`config.mk`:
```
export PLATFORM = sky130hd
export DESIGN_NAME = wdt_top
export DESIGN_NICKNAME = d
export VERILOG_FILES = /design/src/design/wdt_pkg.sv /design/src/design/wdt_tick_xfer.sv /design/src/design/wdt_top.sv
export SDC_FILE = /design/constraint.sdc
export NUM_CORES = 1
export LEC_CHECK = 0
export BUFFER_PORTS_ARGS = -buffer_cell sky130_fd_sc_hd__buf_2
export CAP_MARGIN = 5
export CORE_MARGIN = 5
export CORE_UTILIZATION = 40
export CTS_CLUSTER_DIAMETER = 50
export CTS_CLUSTER_SIZE = 20
export DETAILED_ROUTE_END_ITERATION = 10
export GPL_TIMING_DRIVEN = 0
export SLEW_MARGIN = 30
export SYNTH_ARGS = -nofsm -noshare
export SYNTH_HDL_FRONTEND = slang
export SYNTH_SLANG_ARGS = --single-unit
```
`constraint.sdc`:
```
create_clock -name clk_i -period 7.67 [get_ports clk_i]
set_input_delay 0.767 -clock clk_i [delete_from_list [all_inputs] [get_ports clk_i]]
set_output_delay 0.767 -clock clk_i [all_outputs]
set_load 0.05 [all_outputs]
```
`src/design/wdt_pkg.sv`:
```
package wdt_pkg;

    localparam int unsigned SYS_CLK_HZ = 100_000_000;
    localparam int unsigned WD_CLK_HZ = 1_000;
    localparam int unsigned TICK_DIV_CYCLES = SYS_CLK_HZ / WD_CLK_HZ;

    // Register indices; byte address is four times the index
    localparam logic [5:0] IDX_CONTROL = 6'h00;
    localparam logic [5:0] IDX_STATUS = 6'h01;
    localparam logic [5:0] IDX_PROTECT = 6'h02;

    localparam int unsigned PERIOD_LSB = 0;
    localparam int unsigned WINDOW_LSB = 4;
    localparam int unsigned LOCK_BIT = 7;
    localparam int unsigned SYNC_BIT = 0;

    localparam logic [7:0] CONTROL_RESET = 8'h00;
    localparam logic [7:0] PROTECT_KEY_DEFAULT = 8'h5A; // Arbitrary value
    localparam logic [2:0] PROTECT_WINDOW = 3'h4;
    localparam int unsigned XFER_STAGES = 3;
    localparam logic [3:0] CODE_MAX = 4'hB;
    localparam logic [13:0] TICKS_BASE = 14'h0008;

    typedef enum logic [2:0] {
        ST_OFF,
        ST_NORMAL,
        ST_FIRST,
        ST_CLOSED,
        ST_OPEN
    } wdt_state_t;

    // Reserved codes saturate to the longest period
    function automatic logic [13:0] wdt_ticks(input logic [3:0] code);
        logic [3:0] c;
        c = (code > CODE_MAX) ? CODE_MAX : code;
        if (code == 4'h0) begin
            return 14'h0000;
        end
        return TICKS_BASE << (c - 4'h1);
    endfunction : wdt_ticks

endpackage : wdt_pkg

```
`src/design/wdt_tick_xfer.sv`:
```
`timescale 1ns/100ps
`default_nettype none
module wdt_tick_xfer #(
    parameter int unsigned STAGES = 3
) (
    // Clock and reset
    input wire logic clk_i,
    input wire logic rst_i,
    // Watchdog tick and request
    input wire logic tick_i,
    input wire logic req_i,
    // Transfer state
    output logic busy_o,
    output logic done_o
);
    logic busy_reg;
    logic done_reg;
    logic [1:0] cnt_reg;

    // Requests while busy are dropped
    always_ff @(posedge clk_i) begin
        if (rst_i) begin
            busy_reg <= 1'b0;
            cnt_reg <= 2'h0;
            done_reg <= 1'b0;
        end else begin
            done_reg <= 1'b0;
            if (!busy_reg) begin
                busy_reg <= req_i;
                cnt_reg <= 2'h0;
            end else if (tick_i) begin
                if (cnt_reg == 2'(STAGES - 1)) begin
                    busy_reg <= 1'b0;
                    done_reg <= 1'b1;
                end else begin
                    cnt_reg <= cnt_reg + 2'h1;
                end
            end
        end
    end

    assign busy_o = busy_reg;
    assign done_o = done_reg;
endmodule : wdt_tick_xfer
`default_nettype wire

```
`src/design/wdt_top.sv`:
```
`timescale 1ns/100ps
`default_nettype none
module wdt_top #(
    parameter int unsigned TICK_DIV = wdt_pkg::TICK_DIV_CYCLES,
    parameter logic [7:0] PROTECT_KEY = wdt_pkg::PROTECT_KEY_DEFAULT
) (
    // Clock and reset
    input wire logic clk_i,
    input wire logic rst_i,
    // Wishbone slave
    input wire logic cyc_i,
    input wire logic stb_i,
    input wire logic we_i,
    input wire logic [7:0] adr_i,
    input wire logic [3:0] sel_i,
    input wire logic [31:0] dat_i,
    output logic [31:0] dat_o,
    output logic ack_o,
    // Processor core, debug and fuse configuration
    input wire logic wd_clear_i,
    input wire logic dbg_halt_i,
    input wire logic [7:0] fuse_wd_config_i,
    // Reset controller
    output logic sys_reset_req_o
);
    logic ack_reg;
    logic [31:0] dat_reg;
    logic [7:0] ctrl_reg;
    logic lock_reg;
    logic boot_reg;
    logic [2:0] key_win_reg;
    logic [16:0] div_reg;
    logic tick_reg;
    logic [3:0] per_act_reg;
    logic [3:0] win_act_reg;
    wdt_pkg::wdt_state_t state_reg;
    wdt_pkg::wdt_state_t start_state;
    logic [13:0] cnt_reg;
    logic [13:0] limit;
    logic reset_req_reg;
    logic bus_hit;
    logic bus_wr;
    logic [5:0] bus_idx;
    logic key_write;
    logic prot_ok;
    logic ctrl_wr;
    logic lock_wr;
    logic ctrl_xfer_req;
    logic sync_pending;
    logic ctrl_done;
    logic clr_req;
    logic clr_busy;
    logic clr_done;
    logic expire;
    logic early_clear;

    // Bus decode
    assign bus_hit = cyc_i && stb_i && !ack_reg;
    assign bus_wr = bus_hit && we_i && sel_i[0];
    assign bus_idx = adr_i[7:2];
    assign key_write = bus_wr && bus_idx == wdt_pkg::IDX_PROTECT
        && dat_i[7:0] == PROTECT_KEY;
    assign prot_ok = key_win_reg != 3'h0;
    // Control writes refused while locked or a transfer is running
    assign ctrl_wr = bus_wr && bus_idx == wdt_pkg::IDX_CONTROL && prot_ok
        && !lock_reg && !sync_pending;
    assign lock_wr = bus_wr && bus_idx == wdt_pkg::IDX_STATUS && prot_ok;
    assign ctrl_xfer_req = ctrl_wr || boot_reg;

    always_ff @(posedge clk_i) begin
        if (rst_i) begin
            ack_reg <= 1'b0;
        end else begin
            ack_reg <= bus_hit;
        end
    end

    // Unmapped indices read zero and ignore writes
    always_ff @(posedge clk_i) begin
        if (rst_i) begin
            dat_reg <= 32'h0000_0000;
        end else if (bus_hit && !we_i) begin
            case (bus_idx)
                wdt_pkg::IDX_CONTROL: dat_reg <= {24'h00_0000, ctrl_reg};
                wdt_pkg::IDX_STATUS: begin
                    dat_reg <= 32'h0000_0000;
                    dat_reg[wdt_pkg::LOCK_BIT] <= lock_reg;
                    dat_reg[wdt_pkg::SYNC_BIT] <= sync_pending;
                end
                wdt_pkg::IDX_PROTECT: dat_reg <= {29'h0000_0000, key_win_reg};
                default: dat_reg <= 32'h0000_0000;
            endcase
        end
    end

    // Key opens a window of four bus accesses
    always_ff @(posedge clk_i) begin
        if (rst_i) begin
            key_win_reg <= 3'h0;
        end else if (key_write) begin
            key_win_reg <= wdt_pkg::PROTECT_WINDOW;
        end else if (ctrl_wr || lock_wr) begin
            key_win_reg <= 3'h0;
        end else if (bus_hit && prot_ok) begin
            key_win_reg <= key_win_reg - 3'h1;
        end
    end

    always_ff @(posedge clk_i) begin
        if (rst_i) begin
            boot_reg <= 1'b1;
        end else begin
            boot_reg <= 1'b0;
        end
    end

    // Fuse taken on the first edge after reset release
    always_ff @(posedge clk_i) begin
        if (rst_i) begin
            ctrl_reg <= wdt_pkg::CONTROL_RESET;
        end else if (boot_reg) begin
            ctrl_reg <= fuse_wd_config_i;
        end else if (ctrl_wr && !key_write) begin
            ctrl_reg <= dat_i[7:0];
        end
    end

    always_ff @(posedge clk_i) begin
        if (rst_i) begin
            lock_reg <= 1'b0;
        end else if (boot_reg) begin
            lock_reg <= fuse_wd_config_i[3:0] != 4'h0;
        end else if (lock_wr && dat_i[wdt_pkg::LOCK_BIT]) begin
            lock_reg <= 1'b1;
        end else if (lock_wr && dbg_halt_i) begin
            lock_reg <= 1'b0;
        end
    end

    // Stands in for the oscillator; free running so sleep never stops it
    always_ff @(posedge clk_i) begin
        if (rst_i) begin
            div_reg <= 17'h0_0000;
            tick_reg <= 1'b0;
        end else if (div_reg == 17'(TICK_DIV - 1)) begin
            div_reg <= 17'h0_0000;
            tick_reg <= 1'b1;
        end else begin
            div_reg <= div_reg + 17'h0_0001;
            tick_reg <= 1'b0;
        end
    end

    wdt_tick_xfer #(
        .STAGES(wdt_pkg::XFER_STAGES)
    ) u_ctrl_xfer (
        .clk_i(clk_i),
        .rst_i(rst_i),
        .tick_i(tick_reg),
        .req_i(ctrl_xfer_req),
        .busy_o(sync_pending),
        .done_o(ctrl_done)
    );

    assign clr_req = wd_clear_i && !dbg_halt_i;

    wdt_tick_xfer #(
        .STAGES(wdt_pkg::XFER_STAGES)
    ) u_clear_xfer (
        .clk_i(clk_i),
        .rst_i(rst_i),
        .tick_i(tick_reg),
        .req_i(clr_req),
        .busy_o(clr_busy),
        .done_o(clr_done)
    );

    // Watchdog side sees only transferred settings
    always_ff @(posedge clk_i) begin
        if (rst_i) begin
            per_act_reg <= 4'h0;
            win_act_reg <= 4'h0;
        end else if (ctrl_done) begin
            per_act_reg <= ctrl_reg[wdt_pkg::PERIOD_LSB +: 4];
            win_act_reg <= ctrl_reg[wdt_pkg::WINDOW_LSB +: 4];
        end
    end

    // Window mode always waits for a first clear before closing
    always_comb begin
        if (per_act_reg == 4'h0) begin
            start_state = wdt_pkg::ST_OFF;
        end else if (win_act_reg == 4'h0) begin
            start_state = wdt_pkg::ST_NORMAL;
        end else begin
            start_state = wdt_pkg::ST_FIRST;
        end
    end

    always_comb begin
        if (state_reg == wdt_pkg::ST_CLOSED) begin
            limit = wdt_pkg::wdt_ticks(win_act_reg);
        end else begin
            limit = wdt_pkg::wdt_ticks(per_act_reg);
        end
    end

    assign expire = tick_reg && state_reg != wdt_pkg::ST_OFF
        && state_reg != wdt_pkg::ST_CLOSED && cnt_reg == limit - 14'h0001;
    assign early_clear = clr_done && state_reg == wdt_pkg::ST_CLOSED;

    always_ff @(posedge clk_i) begin
        if (rst_i) begin
            state_reg <= wdt_pkg::ST_OFF;
            cnt_reg <= 14'h0000;
        end else if (dbg_halt_i) begin
            state_reg <= start_state;
            cnt_reg <= 14'h0000;
        end else if (ctrl_done) begin
            state_reg <= wdt_pkg::ST_OFF;
            cnt_reg <= 14'h0000;
        end else if (state_reg == wdt_pkg::ST_OFF && per_act_reg != 4'h0) begin
            state_reg <= start_state;
        end else if (clr_done && state_reg != wdt_pkg::ST_OFF) begin
            cnt_reg <= 14'h0000;
            case (state_reg)
                wdt_pkg::ST_NORMAL: state_reg <= wdt_pkg::ST_NORMAL;
                wdt_pkg::ST_FIRST: state_reg <= wdt_pkg::ST_CLOSED;
                wdt_pkg::ST_CLOSED: state_reg <= start_state;
                wdt_pkg::ST_OPEN: state_reg <= wdt_pkg::ST_CLOSED;
                default: state_reg <= start_state;
            endcase
        end else if (tick_reg && state_reg != wdt_pkg::ST_OFF) begin
            if (cnt_reg == limit - 14'h0001) begin
                cnt_reg <= 14'h0000;
                if (state_reg == wdt_pkg::ST_CLOSED) begin
                    state_reg <= wdt_pkg::ST_OPEN;
                end else begin
                    state_reg <= start_state;
                end
            end else begin
                cnt_reg <= cnt_reg + 14'h0001;
            end
        end
    end

    // One pulse; the reset controller stretches it as needed
    always_ff @(posedge clk_i) begin
        if (rst_i) begin
            reset_req_reg <= 1'b0;
        end else begin
            reset_req_reg <= !dbg_halt_i && !ctrl_done
                && !(state_reg == wdt_pkg::ST_OFF)
                && (early_clear || (expire && !clr_done));
        end
    end

    assign ack_o = ack_reg;
    assign dat_o = dat_reg;
    assign sys_reset_req_o = reset_req_reg;
endmodule : wdt_top
`default_nettype wire

```
==> results.toml <==
[grt]
grt_overflow = 0
grt_max_degree = 13
grt_pass1_wl_mm = 16.6
first_global_vias = 3607
antenna_found_initial = 0
grtUsageTotal_pct = 15.1

[clocking]
cts_buffers = 9
h-tree-depth = 3
clk_pin_slew_worst_paths_ps = 70
clkLatencyLatePin_ps = 350
cts_tree = "built"
clk_path_buf_depth = 2
root_buffer = "clkbuf_8"
cts.sinks = 74
cts_setup_buffers = 0
cts_hold_buf = 0
cts_resized = 0

[critical_path]
critPathLaunch = "state_reg[0]"
critPathCapture = "cnt_reg[10]"
worstPathArrival_ps = 3710
end_kind = "flop"
path_class = "reg2reg"
crit_fanout = 10
r2r_slack_ps = 4190
reg2reg_from = "state_reg[0]"
r2r_end = "cnt_reg[10]"
rr_worst_depth = 16
cp.required_ps = 7900
cp-start-kind = "flop"

[die]
fp.dieW_um = 115
num_rows = 38
start_util_pct = 40.8
dieArea_mm2 = 0.0132
die_h_um = 115
ios = 93
fp.coreArea_mm2 = 0.0108

[detailed_routing]
routed_wirelength_mm = 9.91
drc = 0
wire_per_inst_um = 13.3
drt_first_iter_violations = 196
viasPerCell = 5.08
postRouteAntennaNets = 0
vias = 3785
drt-pass1-iter-count = 4

[placement]
port-buffer-count = 37
dp_hpwl_mm = 7.62
gp_congestion = 0.873

[sta]
relSlewSlack_pct = 57.1
finalSetupTns_ps = 0
finClkSkew_ps = 8.42
post-route-min-period_ps = 3480
final_max_slew_viol_count = 0
min_period_over_period_pct = 45.3
rsz0062_at_grt = "false"
hold_viol = 0
finalSetupViolCount = 0
clock.fmax_mhz = 288
tightest_slew_ps = 638

[min_path]
hold_class = "reg2reg"
min_from = "div_reg[0]"

[power_and_ir_drop]
p_int_mw = 0.578
seqPwrFrac_pct = 51.0
ir_worst_vdd_uv = 143
power.density_mw_per_mm2 = 153
p_leak_nw = 1.94
switching_share_pct = 25.1
power.switching_mw = 0.194
combinationalPowerShare_pct = 9.2
total_power_mw = 0.773
clkPwrFrac_pct = 39.8

[synthesis]
synth_most_common_cell = "nor2_1"
synth.largest_area_cell = "dfxtp_1"
synth-edff-count = 0
ys.flop_type = "dfxtp_1"
ys_seq_area_share_pct = 33.7
synth_area_mm2 = 0.00440
yosys_warnings = 0
synth.avg_cell_area_um2 = 8.32
synth_top_area_share_pct = 33.7
ys_top_cells_by_area = "dfxtp_1 34%, nor2_1 8.4%, mux2i_1 5.7%, buf_4 4.8%, xor2_1 4.2%"
synth_seq_cells = 74
syn_inst = 529
ys_types = 66
synth_common_cells = "99 x nor2_1, 74 x dfxtp_1, 29 x a21oi_1"
synthArstFlopShare_pct = 0

[status]
status = "completed"

[final_layout]
num_antenna_cells = 0
drive_above_1_share_pct = 18.7
finish.utilization_pct = 46.8
syn2layout_area_growth_pct = 14.8
largest_reg_flops = 17
nFillCells = 1059
nNetsFinal = 666

[job]
cap_violations = 0
-- final cells by class --
type                    instances  area (µm²)  share of cell area, %
flip-flops and latches         74        1480                   29.3
plain buffers                  55         352                   6.96
clock inverters                 5        52.6                   1.04
inverters                      11        41.3                  0.818
repair buffers                 37         185                   3.67
well taps                     140         175                   3.47
clock buffers                  11         151                   3.00
multi-input cells             412        2610                   51.7
-- worst max-delay path, cell delays in order, from the launching register on --
cell	delay, ps
dfxtp_1	450
nand3b_1	110
buf_4	190
buf_2	200
and4_1	210
a41oi_1	180
ha_1	280
xnor2_1	140
nor3b_1	210
mux2i_1	120
nor4_1	180
a31o_1	170
and4bb_4	270
a21oi_1	70
o21bai_1	260
buf_2	270
nor2_1	70
-- worst min path at each step --
stage / end / slack (ps) / cells after the start
after floorplan: div_reg[0] / 430 / 1
after global placement: div_reg[0] / 450 / 1
after detailed placement: div_reg[0] / 450 / 1
after CTS: div_reg[0] / 470 / 1
after global routing: div_reg[0] / 520 / 1
final: div_reg[0] / 460 / 1
-- through the flow --
step	worst slack, ps	area [µm²]	cells	hold slack, ps
detailed placement	4140	4850	729	454
CTS	4140	5050	745	472
global placement	4190	4850	729	446
finish	4190	5050	745	463
floorplan	4650	4490	552	426
global route	3910	5050	745	516
-- cells in the final DEF, fill, tap and decap left out, types with 12 or more instances in the layout --
cell	instances
a21oi_1	29
dfxtp_1	74
clkbuf_1	13
xor2_1	21
conb_1	24
nand2_1	27
buf_2	45
nor2_1	99
buf_4	28
xnor2_1	20
nand3_1	12
mux2i_1	25
nor3_1	18
-- power by group through the flow --
stage	sequential, mW	clock (mW)	combinational (mW)
finish	0.394	0.308	0.0712
global route	0.395	0.334	0.0769
floorplan	0.402	0	0.0556
global placement	0.403	0	0.0705
detailed placement	0.403	0	0.0708
CTS	0.394	0.318	0.0709
-- cell families after synthesis --
kind of cell,share of synthesized area [%]
multiplexers,7.57
buffers and inverters,8.93
AO/OA/AOI/OAI,11.5
adder cells (fa/ha/maj),1.99
other,0.0852
AND/OR/NAND/NOR,28.1
XOR/XNOR,8.16
flip-flops,33.7
-- layer usage --
layer / GRT usage [%] / vias up / part of all wire, %
li1: - / 1939 / -
met1: 20.2 / 1772 / 47
met3: 2.53 / 15 / 3.5
met4: 6.26 / 0 / 1.7
met5: 0 / - / 0
met2: 24.3 / 59 / 48
No activity file was read; power rests on OpenSTA's default activity.
